<file path="config.mk">
export PLATFORM = sky130hd
export DESIGN_NAME = afc_chain
export DESIGN_NICKNAME = d
export VERILOG_FILES = /design/src/design/afc_pkg.sv /design/src/design/afc_chain.sv /design/src/design/afc_fifo.sv /design/src/design/afc_sinc3.sv
export SDC_FILE = /design/constraint.sdc
export NUM_CORES = 2
export LEC_CHECK = 0
export BUFFER_PORTS_ARGS = -buffer_cell sky130_fd_sc_hd__buf_2
export CORE_AREA = 4 4 449 362
export DETAILED_ROUTE_END_ITERATION = 7
export DIE_AREA = 0 0 453 366
export SLEW_MARGIN = 20
export SYNTH_ARGS = -nofsm -noshare
export SYNTH_HDL_FRONTEND = slang
export SYNTH_SLANG_ARGS = --single-unit
</file>
<file path="constraint.sdc">
create_clock -name core_clk -period 20.1 [get_ports core_clk]
set_input_delay 3.015 -clock core_clk [delete_from_list [all_inputs] [get_ports core_clk]]
set_output_delay 3.015 -clock core_clk [all_outputs]
set_load 0.02 [all_outputs]
</file>
<file path="src/design/afc_pkg.sv">
// Purpose: shared constants for the accelerometer filter chain and mode control
// Assumes: 8-bit configuration registers, 40 MHz core clock
// Notes: internal samples carry 16 integer and 8 fraction bits
package afc_pkg;
   localparam int SAMPLE_W = 16;
   localparam int ACC_W = 24;
   localparam int FRAC_W = 8;
   localparam int FIFO_DEPTH = 8;

   localparam logic [7:0] ADDR_OPERATING_MODE_CODE = 8'h26;
   localparam logic [7:0] ADDR_DIGITAL_ENABLE_REGISTER = 8'h27;
   localparam logic [7:0] ADDR_TRIG = 8'h49;
   localparam logic [7:0] ADDR_FILTER = 8'h50;
   localparam logic [7:0] ADDR_STATUS = 8'h51;

   localparam logic [7:0] OPERATING_MODE_CODE_RST = 8'h00;
   localparam logic [7:0] DIGITAL_ENABLE_REGISTER_RST = 8'h00;
   localparam logic [7:0] TRIG_RST = 8'h00;
   localparam logic [7:0] FILTER_RST = 8'h00;

   localparam int DIG_CLK_DBL_BIT = 2;
   localparam int DIG_ROUND_BIT = 3;
   localparam int TRIG_HALF_SKIP_BIT = 7;
   localparam int TRIG_COMB16_BIT = 6;
   localparam int TRIG_FIRST_ORDER_IIR_BIT = 5;
   localparam int FLT_DROOP_SKIP_BIT = 7;
   localparam int FLT_EQ_SKIP_BIT = 6;
   localparam int FLT_LPF_LSB = 4;
   localparam int FLT_HP_CHAIN_BIT = 3;
   localparam int FLT_HP_CORNER_LSB = 0;

   localparam logic [3:0] MODE_STANDBY = 4'h0;
   localparam logic [3:0] MODE_HEART_SOUND = 4'h1;
   localparam logic [3:0] MODE_ULTRA_LOW_POWER = 4'h2;
   localparam logic [3:0] MODE_VERY_LOW_POWER = 4'h3;
   localparam logic [3:0] MODE_LOW_POWER = 4'h4;
   localparam logic [3:0] MODE_REDUCED_BW = 4'h8;
   localparam logic [3:0] MODE_HIGH_PERF = 4'hc;

   localparam int CLK_KHZ = 40000;
   localparam int SAR_RATE_KHZ = 256;
   localparam int SD_RATE_KHZ = 512;
   localparam int SD_RATE2_KHZ = 1024;
   localparam logic [4:0] FIRST_ORDER_IIR_SHIFT = 5'h01;

   // first-order step toward x with coefficient 2^-sh
   function automatic logic signed [ACC_W-1:0] afc_step(input logic signed [ACC_W-1:0] y,
                                                        input logic signed [ACC_W-1:0] x,
                                                        input logic [4:0] sh);
      logic signed [ACC_W:0] diff;
      diff = {x[ACC_W-1], x} - {y[ACC_W-1], y};
      return y + ACC_W'(diff >>> sh);
   endfunction

   // corner code to step shift; codes 2 to 6 each lower the corner about four times, 7 equals 6
   function automatic logic [4:0] afc_hp_shift(input logic [2:0] corner);
      case (corner)
         3'h1: return 5'h06;
         3'h2: return 5'h08;
         3'h3: return 5'h0a;
         3'h4: return 5'h0c;
         3'h5: return 5'h0e;
         default: return 5'h10;
      endcase
   endfunction

   // truncation to 16 bits with optional increment of negative results
   function automatic logic [SAMPLE_W-1:0] afc_round(input logic signed [ACC_W-1:0] x,
                                                     input logic neg_up);
      logic [SAMPLE_W-1:0] t;
      t = x[ACC_W-1:FRAC_W];
      if (neg_up && x[ACC_W-1]) begin
         t = t + 16'h0001;
      end
      return t;
   endfunction
endpackage

</file>
<file path="src/design/afc_chain.sv">
// Purpose: filter and decimation chain with operating-mode control
// Assumes: converter samples arrive with a valid pulse after each strobe
// Notes: one output stream; sigma-delta results take the FIFO when that path runs
`timescale 1ns/10ps
`default_nettype none
module afc_chain import afc_pkg::*; (
   input wire logic core_clk,
   input wire logic rst,
   input wire logic reg_wr_en,
   input wire logic reg_rd_en,
   input wire logic [7:0] reg_addr,
   input wire logic [7:0] reg_wdata,
   output logic [7:0] reg_rdata_q,
   output logic sd_conv_strobe_q,
   output logic sar_conv_strobe_q,
   input wire logic sd_valid,
   input wire logic [SAMPLE_W-1:0] sd_data,
   input wire logic sar_valid,
   input wire logic [SAMPLE_W-1:0] sar_data,
   output logic out_valid,
   input wire logic out_ready,
   output logic [SAMPLE_W-1:0] out_data
);
   logic [7:0] operating_mode_code_q;
   logic [7:0] digital_enable_register_q;
   logic [7:0] trig_q;
   logic [7:0] filter_q;
   logic [7:0] trig_act_q;
   logic [7:0] filter_act_q;
   logic overrun_q;
   logic [15:0] sd_acc_q;
   logic [15:0] sar_acc_q;
   logic [15:0] sd_rate;
   logic [3:0] mode_code;
   logic standby;
   logic sd_on;
   logic sar_on;
   logic hp_on;
   logic comb16;
   logic half_skip;
   logic sinc_v;
   logic [ACC_W-1:0] sinc_d;
   logic signed [ACC_W-1:0] dcf_x1_q;
   logic signed [ACC_W-1:0] dcf_x2_q;
   logic signed [ACC_W+3:0] dcf_sum;
   logic dcf_v_q;
   logic signed [ACC_W-1:0] dcf_d_q;
   logic half_phase_q;
   logic signed [ACC_W-1:0] half_prev_q;
   logic signed [ACC_W:0] half_sum;
   logic dec_v_q;
   logic signed [ACC_W-1:0] dec_d_q;
   logic signed [ACC_W-1:0] post_y_q;
   logic signed [ACC_W-1:0] eq_prev_q;
   logic signed [ACC_W:0] eq_diff;
   logic post_v_q;
   logic signed [ACC_W-1:0] post_d_q;
   logic signed [ACC_W-1:0] sd_hp_s_q;
   logic signed [ACC_W-1:0] sar_hp_s_q;
   logic signed [ACC_W-1:0] sd_hp_s;
   logic signed [ACC_W-1:0] sar_hp_s;
   logic signed [ACC_W-1:0] sar_x;
   logic [2:0] hp_corner;
   logic hp_sd_en;
   logic hp_sar_en;
   logic [1:0] lpf_code;
   logic first_order_iir_on;
   logic eq_on;
   logic res_v_q;
   logic [SAMPLE_W-1:0] res_d_q;
   logic new_v;
   logic [SAMPLE_W-1:0] new_d;
   logic fifo_in_ready;
   logic status_rd;

   // mode decode; every one of the sixteen codes is accepted as written
   assign mode_code = operating_mode_code_q[3:0];
   assign standby = (mode_code == MODE_STANDBY);
   assign sd_on = mode_code[3] | mode_code[2];
   assign sar_on = |mode_code[1:0];
   assign hp_on = (mode_code[3:2] == MODE_HIGH_PERF[3:2]);
   // hardware never steps through standby on its own

   // live register copies steer the chain from the next sinc output, or next SAR sample while the sigma-delta path is off, or at once in standby
   assign comb16 = trig_act_q[TRIG_COMB16_BIT];
   assign half_skip = trig_act_q[TRIG_HALF_SKIP_BIT] | comb16;
   assign hp_corner = filter_act_q[FLT_HP_CORNER_LSB +: 3];
   assign hp_sd_en = (hp_corner != 3'h0) && filter_act_q[FLT_HP_CHAIN_BIT];
   assign hp_sar_en = (hp_corner != 3'h0) && !filter_act_q[FLT_HP_CHAIN_BIT];
   assign lpf_code = filter_act_q[FLT_LPF_LSB +: 2];
   assign first_order_iir_on = trig_act_q[TRIG_FIRST_ORDER_IIR_BIT] && sd_on;
   assign eq_on = hp_on && !filter_act_q[FLT_EQ_SKIP_BIT];
   assign status_rd = reg_rd_en && (reg_addr == ADDR_STATUS);

   always_ff @(posedge core_clk or posedge rst) begin
      if (rst) begin
         operating_mode_code_q <= OPERATING_MODE_CODE_RST;
         digital_enable_register_q <= DIGITAL_ENABLE_REGISTER_RST;
         trig_q <= TRIG_RST;
         filter_q <= FILTER_RST;
      end else if (reg_wr_en) begin
         case (reg_addr)
            ADDR_OPERATING_MODE_CODE: operating_mode_code_q <= reg_wdata;
            ADDR_DIGITAL_ENABLE_REGISTER: digital_enable_register_q <= reg_wdata;
            ADDR_TRIG: trig_q <= reg_wdata;
            ADDR_FILTER: filter_q <= reg_wdata;
            default: ;
         endcase
      end
   end

   // shadows follow freely in standby so the first sample sees the setup
   always_ff @(posedge core_clk or posedge rst) begin
      if (rst) begin
         trig_act_q <= TRIG_RST;
         filter_act_q <= FILTER_RST;
      end else if (standby || sinc_v || (sar_valid && !sd_on)) begin
         trig_act_q <= trig_q;
         filter_act_q <= filter_q;
      end
   end

   always_ff @(posedge core_clk or posedge rst) begin
      if (rst) begin
         reg_rdata_q <= 8'h00;
      end else if (reg_rd_en) begin
         case (reg_addr)
            ADDR_OPERATING_MODE_CODE: reg_rdata_q <= operating_mode_code_q;
            ADDR_DIGITAL_ENABLE_REGISTER: reg_rdata_q <= digital_enable_register_q;
            ADDR_TRIG: reg_rdata_q <= trig_q;
            ADDR_FILTER: reg_rdata_q <= filter_q;
            ADDR_STATUS: reg_rdata_q <= {3'h0, standby, !fifo_in_ready, sar_on, sd_on, overrun_q};
            default: reg_rdata_q <= 8'h00;
         endcase
      end
   end

   // fractional divider: average strobe rate is exact though 40 MHz is no multiple
   assign sd_rate = digital_enable_register_q[DIG_CLK_DBL_BIT] ? 16'(SD_RATE2_KHZ) : 16'(SD_RATE_KHZ);

   always_ff @(posedge core_clk or posedge rst) begin
      if (rst) begin
         sd_acc_q <= 16'h0000;
         sd_conv_strobe_q <= 1'b0;
      end else if (!sd_on) begin
         sd_acc_q <= 16'h0000;
         sd_conv_strobe_q <= 1'b0;
      end else if (sd_acc_q + sd_rate >= 16'(CLK_KHZ)) begin
         sd_acc_q <= sd_acc_q + sd_rate - 16'(CLK_KHZ);
         sd_conv_strobe_q <= 1'b1;
      end else begin
         sd_acc_q <= sd_acc_q + sd_rate;
         sd_conv_strobe_q <= 1'b0;
      end
   end

   always_ff @(posedge core_clk or posedge rst) begin
      if (rst) begin
         sar_acc_q <= 16'h0000;
         sar_conv_strobe_q <= 1'b0;
      end else if (!sar_on) begin
         sar_acc_q <= 16'h0000;
         sar_conv_strobe_q <= 1'b0;
      end else if (sar_acc_q + 16'(SAR_RATE_KHZ) >= 16'(CLK_KHZ)) begin
         sar_acc_q <= sar_acc_q + 16'(SAR_RATE_KHZ) - 16'(CLK_KHZ);
         sar_conv_strobe_q <= 1'b1;
      end else begin
         sar_acc_q <= sar_acc_q + 16'(SAR_RATE_KHZ);
         sar_conv_strobe_q <= 1'b0;
      end
   end

   afc_sinc3 u_sinc (
      .core_clk(core_clk),
      .rst(rst),
      .flush(standby),
      .in_valid(sd_valid && sd_on),
      .in_data(sd_data),
      .dec16(comb16),
      .out_valid(sinc_v),
      .out_data(sinc_d)
   );

   // droop FIR (-1, 10, -1)/8 has unity DC gain and lifts the sinc roll-off
   assign dcf_sum = 28'(-$signed(sinc_d)) + 28'(dcf_x1_q) * 28'sd10 - 28'(dcf_x2_q);

   always_ff @(posedge core_clk or posedge rst) begin
      if (rst) begin
         dcf_x1_q <= '0;
         dcf_x2_q <= '0;
         dcf_v_q <= 1'b0;
         dcf_d_q <= '0;
      end else if (standby) begin
         dcf_x1_q <= '0;
         dcf_x2_q <= '0;
         dcf_v_q <= 1'b0;
         dcf_d_q <= '0;
      end else begin
         dcf_v_q <= sinc_v;
         if (sinc_v) begin
            dcf_x1_q <= sinc_d;
            dcf_x2_q <= dcf_x1_q;
            dcf_d_q <= filter_act_q[FLT_DROOP_SKIP_BIT] ? sinc_d
                       : ACC_W'(dcf_sum >>> 3);
         end
      end
   end

   // half-rate stage: averages each pair, emits on the second of two
   assign half_sum = {half_prev_q[ACC_W-1], half_prev_q} + {dcf_d_q[ACC_W-1], dcf_d_q};

   always_ff @(posedge core_clk or posedge rst) begin
      if (rst) begin
         half_phase_q <= 1'b0;
         half_prev_q <= '0;
         dec_v_q <= 1'b0;
         dec_d_q <= '0;
      end else if (standby) begin
         half_phase_q <= 1'b0;
         half_prev_q <= '0;
         dec_v_q <= 1'b0;
         dec_d_q <= '0;
      end else if (half_skip) begin
         half_phase_q <= 1'b0;
         dec_v_q <= dcf_v_q;
         if (dcf_v_q) begin
            dec_d_q <= dcf_d_q;
         end
      end else begin
         dec_v_q <= dcf_v_q && half_phase_q;
         if (dcf_v_q) begin
            half_phase_q <= !half_phase_q;
            half_prev_q <= dcf_d_q;
            if (half_phase_q) begin
               dec_d_q <= ACC_W'(half_sum >>> 1);
            end
         end
      end
   end

   // equalizer, first-order IIR and low-pass are exclusive; IIR wins if misused
   assign eq_diff = {dec_d_q[ACC_W-1], dec_d_q} - {eq_prev_q[ACC_W-1], eq_prev_q};

   always_ff @(posedge core_clk or posedge rst) begin
      if (rst) begin
         post_y_q <= '0;
         eq_prev_q <= '0;
         post_v_q <= 1'b0;
         post_d_q <= '0;
      end else if (standby) begin
         post_y_q <= '0;
         eq_prev_q <= '0;
         post_v_q <= 1'b0;
         post_d_q <= '0;
      end else begin
         post_v_q <= dec_v_q;
         if (dec_v_q) begin
            eq_prev_q <= dec_d_q;
            if (first_order_iir_on) begin
               post_y_q <= afc_step(post_y_q, dec_d_q, FIRST_ORDER_IIR_SHIFT);
               post_d_q <= afc_step(post_y_q, dec_d_q, FIRST_ORDER_IIR_SHIFT);
            end else if (lpf_code != 2'b00) begin
               post_y_q <= afc_step(post_y_q, dec_d_q, {3'h0, lpf_code} + 5'h01);
               post_d_q <= afc_step(post_y_q, dec_d_q, {3'h0, lpf_code} + 5'h01);
            end else if (eq_on) begin
               post_y_q <= dec_d_q;
               post_d_q <= dec_d_q + ACC_W'(eq_diff >>> 2);
            end else begin
               post_y_q <= dec_d_q;
               post_d_q <= dec_d_q;
            end
         end
      end
   end

   // high-pass after decimation so its corner tracks the output rate
   assign sd_hp_s = afc_step(sd_hp_s_q, post_d_q, afc_hp_shift(hp_corner));
   assign sar_x = {sar_data, {FRAC_W{1'b0}}};
   assign sar_hp_s = afc_step(sar_hp_s_q, sar_x, afc_hp_shift(hp_corner));

   always_ff @(posedge core_clk or posedge rst) begin
      if (rst) begin
         sd_hp_s_q <= '0;
         sar_hp_s_q <= '0;
      end else if (standby) begin
         sd_hp_s_q <= '0;
         sar_hp_s_q <= '0;
      end else begin
         if (post_v_q && hp_sd_en) begin
            sd_hp_s_q <= sd_hp_s;
         end
         if (sar_valid && sar_on && hp_sar_en) begin
            sar_hp_s_q <= sar_hp_s;
         end
      end
   end

   // sigma-delta results own the output; SAR results go out only when the sigma-delta path is off
   always_comb begin
      new_v = 1'b0;
      new_d = '0;
      if (sd_on) begin
         new_v = post_v_q;
         new_d = afc_round(hp_sd_en ? post_d_q - sd_hp_s : post_d_q,
                           digital_enable_register_q[DIG_ROUND_BIT]);
      end else if (sar_on) begin
         new_v = sar_valid;
         new_d = afc_round(hp_sar_en ? sar_x - sar_hp_s : sar_x,
                           digital_enable_register_q[DIG_ROUND_BIT]);
      end
   end

   // result holds while the FIFO is full; a sample arriving then is dropped
   always_ff @(posedge core_clk or posedge rst) begin
      if (rst) begin
         res_v_q <= 1'b0;
         res_d_q <= '0;
      end else if (standby) begin
         res_v_q <= 1'b0;
      end else if (new_v && (!res_v_q || fifo_in_ready)) begin
         res_v_q <= 1'b1;
         res_d_q <= new_d;
      end else if (fifo_in_ready) begin
         res_v_q <= 1'b0;
      end
   end

   // a drop in the same cycle as the clearing read still sets the flag
   always_ff @(posedge core_clk or posedge rst) begin
      if (rst) begin
         overrun_q <= 1'b0;
      end else if (new_v && res_v_q && !fifo_in_ready) begin
         overrun_q <= 1'b1;
      end else if (status_rd) begin
         overrun_q <= 1'b0;
      end
   end

   afc_fifo #(
      .WIDTH(SAMPLE_W),
      .DEPTH(FIFO_DEPTH)
   ) u_fifo (
      .core_clk(core_clk),
      .rst(rst),
      .flush(standby),
      .in_valid(res_v_q),
      .in_ready(fifo_in_ready),
      .in_data(res_d_q),
      .out_valid(out_valid),
      .out_ready(out_ready),
      .out_data(out_data)
   );
endmodule
`default_nettype wire

</file>
<file path="src/design/afc_fifo.sv">
// Purpose: small sample FIFO between the filter chain and its reader
// Assumes: single clock, flush empties it in one cycle
// Notes: out_valid is registered; out_data is read from the head slot
`timescale 1ns/10ps
`default_nettype none
module afc_fifo #(
   parameter int WIDTH = 16,
   parameter int DEPTH = 8
) (
   input wire logic core_clk,
   input wire logic rst,
   input wire logic flush,
   input wire logic in_valid,
   output logic in_ready,
   input wire logic [WIDTH-1:0] in_data,
   output logic out_valid,
   input wire logic out_ready,
   output logic [WIDTH-1:0] out_data
);
   localparam int AW = $clog2(DEPTH);
   logic [WIDTH-1:0] mem_q [DEPTH];
   logic [AW-1:0] wr_ptr_q;
   logic [AW-1:0] rd_ptr_q;
   logic [AW:0] count_q;
   logic [AW:0] count_d;
   logic push;
   logic pop;

   assign in_ready = (count_q != (AW+1)'(DEPTH));
   assign push = in_valid && in_ready;
   assign pop = out_valid && out_ready;
   assign out_data = mem_q[rd_ptr_q];

   always_comb begin
      count_d = count_q;
      if (flush) begin
         count_d = '0;
      end else if (push && !pop) begin
         count_d = count_q + 1'b1;
      end else if (pop && !push) begin
         count_d = count_q - 1'b1;
      end
   end

   always_ff @(posedge core_clk or posedge rst) begin
      if (rst) begin
         count_q <= '0;
         out_valid <= 1'b0;
      end else begin
         count_q <= count_d;
         out_valid <= (count_d != '0);
      end
   end

   always_ff @(posedge core_clk or posedge rst) begin
      if (rst) begin
         wr_ptr_q <= '0;
         rd_ptr_q <= '0;
      end else if (flush) begin
         wr_ptr_q <= '0;
         rd_ptr_q <= '0;
      end else begin
         if (push) begin
            wr_ptr_q <= (wr_ptr_q == AW'(DEPTH-1)) ? '0 : wr_ptr_q + 1'b1;
         end
         if (pop) begin
            rd_ptr_q <= (rd_ptr_q == AW'(DEPTH-1)) ? '0 : rd_ptr_q + 1'b1;
         end
      end
   end

   always_ff @(posedge core_clk) begin
      if (push) begin
         mem_q[wr_ptr_q] <= in_data;
      end
   end
endmodule
`default_nettype wire

</file>
<file path="src/design/afc_sinc3.sv">
// Purpose: third-order comb-integrator decimator, 32x or 16x
// Assumes: one input sample per in_valid pulse
// Notes: modular 32-bit arithmetic, so integrator wrap is harmless
`timescale 1ns/10ps
`default_nettype none
module afc_sinc3 import afc_pkg::*; (
   input wire logic core_clk,
   input wire logic rst,
   input wire logic flush,
   input wire logic in_valid,
   input wire logic [SAMPLE_W-1:0] in_data,
   input wire logic dec16,
   output logic out_valid,
   output logic [ACC_W-1:0] out_data
);
   logic [31:0] int1_q;
   logic [31:0] int2_q;
   logic [31:0] int3_q;
   logic [31:0] dly1_q;
   logic [31:0] dly2_q;
   logic [31:0] dly3_q;
   logic [4:0] phase_q;
   logic [31:0] comb1;
   logic [31:0] comb2;
   logic [31:0] comb3;
   logic last;

   assign last = in_valid && (phase_q == (dec16 ? 5'h0f : 5'h1f));
   assign comb1 = int3_q - dly1_q;
   assign comb2 = comb1 - dly2_q;
   assign comb3 = comb2 - dly3_q;

   always_ff @(posedge core_clk or posedge rst) begin
      if (rst) begin
         int1_q <= '0;
         int2_q <= '0;
         int3_q <= '0;
         phase_q <= '0;
      end else if (flush) begin
         int1_q <= '0;
         int2_q <= '0;
         int3_q <= '0;
         phase_q <= '0;
      end else if (in_valid) begin
         int1_q <= int1_q + {{16{in_data[SAMPLE_W-1]}}, in_data};
         int2_q <= int2_q + int1_q;
         int3_q <= int3_q + int2_q;
         phase_q <= last ? 5'h00 : phase_q + 5'h01;
      end
   end

   // gain is 2^15 at 32x and 2^12 at 16x; shift back to 16.8 format
   always_ff @(posedge core_clk or posedge rst) begin
      if (rst) begin
         dly1_q <= '0;
         dly2_q <= '0;
         dly3_q <= '0;
         out_valid <= 1'b0;
         out_data <= '0;
      end else if (flush) begin
         dly1_q <= '0;
         dly2_q <= '0;
         dly3_q <= '0;
         out_valid <= 1'b0;
      end else begin
         out_valid <= last;
         if (last) begin
            dly1_q <= int3_q;
            dly2_q <= comb1;
            dly3_q <= comb2;
            out_data <= dec16 ? comb3[27:4] : comb3[30:7];
         end
      end
   end
endmodule
`default_nettype wire

</file>
==> Word level (Yosys, flattened, before mapping) <==
Memories as Yosys holds them, arrays and structs flattened.
Cells that the tools add are included.
{ "word_totals": {"reg_bits": 582, "out_inout_bits": 27, "mem_bits_rw": 128, "mem_count": 1, "input_bits": 55} }
{ "memory_table": {"columns": ["name", "depth", "width", "read_ports", "rd_ports_with_merged_regs", "write_ports", "line_no", "source"], "rows": [
  ["u_fifo.mem_q", 8, 16, 1, 0, 1, "afc_fifo.sv:21", "logic [WIDTH-1:0] mem_q [DEPTH];"]
]} }
{ "classes": {"multipliers": 1, "magnitude_cmp": 2, "bitwise_logic": 3, "addsub": 33, "shift": 3, "n_reduce_logical": 58, "n_eq_ne": 16, "muxes": 89} }
{ "ops": {"columns": ["operator", "count"], "rows": [
  ["$mux 24", 32],
  ["$mux 32", 6],
  ["$mux 31", 6],
  ["$mux 16", 8],
  ["$sub 24x24->25", 4],
  ["$add 24x24->24", 4],
  ["$add 32x32->32", 3],
  ["$sub 31x31->31", 3],
  ["$sshr 25x5->24", 2],
  ["$sub 24x24->24", 2],
  ["$pmux 8 s5", 1],
  ["$add 16x1->16 const B", 2],
  ["$ge 16x16->1 const B", 2],
  ["$sub 16x16->16 const B", 2],
  ["$add 27x27->27", 1],
  ["$neg 24->27", 1],
  ["$sub 27x24->27", 1],
  ["$mul 24x4->26 const B", 1],
  ["$add 24x24->25", 1],
  ["$pmux 5 s5", 1],
  ["$sshr 25x3->24", 1],
  ["$add 24x23->24", 1],
  ["$eq 8x7->1 const B", 3],
  ["$reduce_bool 2->1", 11],
  ["other kinds (30)", 106]
]} }

==> Logic depth before layout (Yosys ltp) <==
{ "depth": {"depth_word": 10, "ltp_mapped": 44, "mapped_depth_nobuf": 43} }

==> Modules after synthesis <==
Synthesis repeated with hierarchy kept, for this count alone.
{ "hier_totals": {"cells_unflattened": 6277, "area_unflattened_um2": 55355.6} }
{ "by_module_without_submodules": {"columns": ["mod", "instances", "cells_per_inst", "area_each_um2"], "rows": [
  ["afc_chain", 1, 3986, 32837.7],
  ["afc_sinc3", 1, 2025, 16972.5],
  ["afc_fifo", 1, 266, 5545.3]
]} }

==> Worst setup path after synthesis <==
No wires, ideal clock.
{ "synth_timing": {"path_kind": "input to register", "startpoint": "in sar_data[0]", "endpoint": "reg res_d_q[8]", "cell_stages": 38, "path_slack_ns": 9.121, "t_required_ns": 19.945, "arrival_ns": 10.824, "n_path_buf": 1, "cell_sequence": "ha_1 > a41oi_1 > o21bai_1 > a2111oi_0 > o31ai_1 > a311oi_1 > o21ai_0 > xnor2_1 > nor2_1 > a21oi_1 > o21ai_0 > a22o_1 > fa_1 > nand2b_1 > a21oi_1 > o31ai_1 > a21bo_2 > a21oi_1 > [... 2 more ...] > o21ai_0 > a211oi_1 > nor3_1 > nor2_1 > xnor2_1 > ha_1 > clkbuf_1 > a21oi_1 > o221ai_1 > nor3_1 > inv_1 > a311oi_1 > nor3_1 > or4_4 > a211oi_4 > o211a_1 > mux2i_1 > a31oi_1"} }
{ "synth_between": {"elab_chain_len": 9, "word_cells_on_any_way": 10, "cone_classes": "add/sub (4); shift (1); mux (4); reduce/logical (1)"} }
{ "synth_rtl": {"columns": ["item", "line_no", "source"], "rows": [
  ["start, declared", "afc_chain.sv:19", "input wire logic [SAMPLE_W-1:0] sar_data,"],
  ["$sub 24x24->25", "afc_pkg.sv:51", "diff = {x[ACC_W-1], x} - {y[ACC_W-1], y};"],
  ["$sshr 25x5->24", "afc_pkg.sv:52", "return y + ACC_W'(diff >>> sh);"],
  ["$add 24x24->24", "afc_pkg.sv:52", null],
  ["$sub 24x24->24", "afc_chain.sv:308", "new_d = afc_round(hp_sar_en ? sar_x - sar_hp_s : sar_x,"],
  ["$mux 24 *", "afc_chain.sv:308", null],
  ["$add 16x1->16 / $logic_and 1x1->1 (equally long branches)", "afc_pkg.sv:73, afc_pkg.sv:72", null],
  ["$mux 16 *", "afc_pkg.sv:72", "if (neg_up && x[ACC_W-1]) begin"],
  ["$mux 16 *", "afc_chain.sv:306", "end else if (sar_on) begin"],
  ["$mux 16 *", "afc_chain.sv:302", "if (sd_on) begin"],
  ["end signal, assigned", "afc_chain.sv:322", "res_d_q <= new_d;"],
  ["end, declared", "afc_chain.sv:70", "logic [SAMPLE_W-1:0] res_d_q;"]
]} }
Every way passes the cells marked *; elsewhere a longest branch is shown, timed or not.
A chain may end at the register's enable or synchronous reset.

==> Worst setup path after layout <==
Ends and elaborated chain as after synthesis.

==> impl_metrics.json <==
{
  "status": "completed",
  "yosys.area_share.simple_pct": 15.85,
  "fillers": 16030,
  "cts_resized": 0,
  "ir_drop_uv": 49.49,
  "place_area_um2": 57800,
  "syn_nets": 6920,
  "rows": 131,
  "highest_layer": "met4",
  "cp.buffers_inverters": 2,
  "cts_tree": "yes",
  "path_max_fanout": 9,
  "fin_tns_setup_ns": 0,
  "area_growth_pct": 9.734,
  "drt-initial-drc-count": 3169,
  "fin_area_um2": 60480,
  "avgSynthCellArea_um2": 8.760,
  "grt_pass1_vias": 43780,
  "cts.sinks": 690,
  "vias_per_cell": 5.412,
  "synth_mux_area_share_pct": 6.118,
  "hold_buffers": 0,
  "die_width_um": 453,
  "worst_slew_pin_slew_ns": 1.115,
  "ys.flop_type": "dfrtp_1",
  "arrival_ns": 12.77,
  "p_per_area_nw_per_um2": 58.31,
  "wl_met1_mm": 72.24,
  "final_nets": 6897,
  "synthXorXnorAreaFrac_pct": 6.474,
  "core_area_um2": 158500,
  "critPathCaptureType": "flop",
  "synth_top_family_by_area": "compound AO/OA/AOI/OAI gates",
  "mostFrequentLayoutCell": "nand2_1",
  "grt_max_degree": 145,
  "cp_common_cell": "a21oi_1",
  "cts_root_buf": "clkbuf_16",
  "slew-limit-headroom_pct": 25.69,
  "crit_family": "compound AO/OA/AOI/OAI gates",
  "p_leak_nw": 26.36,
  "maxSlewViolCount": 0,
  "cap_violations": 0,
  "max_freq_mhz": 81.74,
  "netlist_area_um2": 55120,
  "ys_ff_latch": 690,
  "vias": 45840,
  "dp.final_hpwl_mm": 108.7,
  "wl_per_cell_um": 17.35,
  "grt_pass1_wl_mm": 239.5,
  "gp_congestion": 0.8971,
  "synth-edff-count": 128,
  "clock_path_buffers": 3,
  "rsz0062_at_grt": "no",
  "drc": 0,
  "clock_latency_ns": 0.70,
  "synthAdderAreaFrac_pct": 13.54,
  "slowest_delay_ns": 0.66,
  "die-area_um2": 165800,
  "worst_path_max_delay_cell": "a311oi_1",
  "antenna_found_initial": 10,
  "first_pass_iters": 6,
  "fin_worst_skew_ns": 0.04609,
  "drive_gt1_share_pct": 7.707,
  "hold_viol_final": 0,
  "grt_use_total_pct": 17.42,
  "overflow": 0,
  "netlist_instances": 6292,
  "async_reset_ff_share_pct": 81.45,
  "ant_nets": 0,
  "hp-class": "reg2reg",
  "start_kind": "input port",
  "post_cts_buffers": 0,
  "min_period_over_period_pct": 60.87,
  "layout_min_cycle_time_ns": 12.23,
  "ys_seq_area_share_pct": 32.49,
  "ys_warn_count": 0,
  "port_buffers": 81,
  "die_height_um": 366,
  "crit_required_ns": 20.63,
  "initial_core_util_pct": 34.77,
  "setup_violations": 0,
  "mostFrequentLayoutCells": "nand2_1, dfrtp_1, ha_1, o21ai_0, nor2_1",
  "synth-compound-area-share_pct": 21.11,
  "htreeDepth": 3,
  "cts_made_buffers": 80,
  "met3_length_mm": 6.074,
  "clk_pin_slew_ns": 0.06,
  "wl_mm": 146.9,
  "ys_types": 104,
  "io_pins": 82,
  "wl_met2_mm": 64.88,
  "crit_type": "in2reg"
}
## worst register-to-register path, delay by kind of cell, from the launching register on
family,cells,cell delay (ns)
AOI/OAI and AO/OA,26,6.21
and+or+nand+nor,7,2.32
adders and majority gates,2,0.71
DFF,1,0.41
xor gates and xnor gates,1,0.29
muxes,1,0.24
buffers and inverters,1,0.06
## cells in the mapped netlist, drive strengths merged, types with 25 or more instances
master	instances	share of area, %
mux2	90	1.8
nor2	503	3.4
a211oi	71	1.0
o211ai	65	0.89
buf	31	0.23
a21o	126	1.7
o21bai	31	0.44
nand3	160	1.5
nand2	633	4.3
nor3	156	1.4
mux4	33	1.3
fa	39	1.4
and2	45	0.51
mux2i	161	2.9
nor4	25	0.31
a31oi	69	0.81
edfxtp	128	7.0
and3	43	0.49
or3	46	0.52
nand2b	70	0.79
a21oi	445	4.0
ha	534	12
a22o	50	0.79
or2	37	0.42
o21ai	509	4.6
nand4	30	0.34
dfrtp	562	26
o31ai	101	1.4
clkbuf	204	1.4
o21a	83	1.1
nor2b	69	0.78
xor2	180	2.9
xnor2	224	3.6
inv	409	2.8
## per-layer routing
layer | vias to the layer above | global-route usage, %
met1 | 21960 | 25.27
met3 | 183 | 2.419
met2 | 953 | 27.27
met4 | 0 | 4.189
met5 | - | 0
li1 | 22750 | -
## power breakdown
group,switching [mW],total (mW),internal (mW)
sequential,0.0302,1.48,1.45
clock,0.641,1.49,0.852
combinational,0.368,0.548,0.181
## final cells by class
class	count	area [µm²]	area share, %
Multi-Input combinational cell	4957	34890	57.69
Sequential cell	690	17910	29.62
Tap cell	2128	2663	4.402
Clock buffer	113	2330	3.852
Inverter	410	1549	2.561
Timing Repair Buffer	130	785.8	1.299
Clock inverter	32	322.8	0.5337
Antenna cell	10	25.02	0.04137
## logic make-up after synthesis
group | count (synthesis)
AO/OA/AOI/OAI | 1809
XOR/XNOR | 405
adder cells (fa/ha/maj) | 573
buffers and inverters | 645
flip-flops | 690
multiplexers | 284
AND/OR/NAND/NOR | 1886
## flip-flops by register name, indices dropped and copies added, names as in the netlist, 31 cells and up
name,flops
u_sinc.int1_q,31
u_fifo.mem_q,128
u_sinc.int2_q,31
u_sinc.dly1_q,31
u_sinc.int3_q,31
u_sinc.dly3_q,31
u_sinc.dly2_q,31
## final timing paths
path,start,to,slack (ns),cells past startpoint
worst min-delay path,u_sinc.dly3_q[0],u_sinc.dly3_q[0],0.49,2
min in group asynchronous,rst,u_sinc.int1_q[15],2.47,2
max in group asynchronous,rst,u_fifo.rd_ptr_q[1],14.51,5
worst max register to register,sar_hp_s_q[2],res_d_q[8],9.75,38
worst max-delay path,sar_data[0],res_d_q[8],7.87,38
worst min register to register,u_sinc.dly3_q[0],u_sinc.dly3_q[0],0.49,2
## per-stage QoR
step / instances / utilization, % / hold WS [ns] / power, mW / setup slack (ns)
after floorplan: 6292 / - / 0.4475 / 1.894 / 1.368
after global placement: 8315 / 36.47 / 0.4756 / 2.050 / 7.384
after detailed placement: 8315 / 36.47 / 0.4849 / 2.059 / 7.305
after CTS: 8460 / 38.14 / 0.4975 / 3.573 / 8.020
after global routing: 8469 / 38.16 / 0.5151 / 3.693 / 7.171
final: 8470 / 38.16 / 0.4925 / 3.527 / 7.865
No activity file was read; power rests on OpenSTA's default activity.
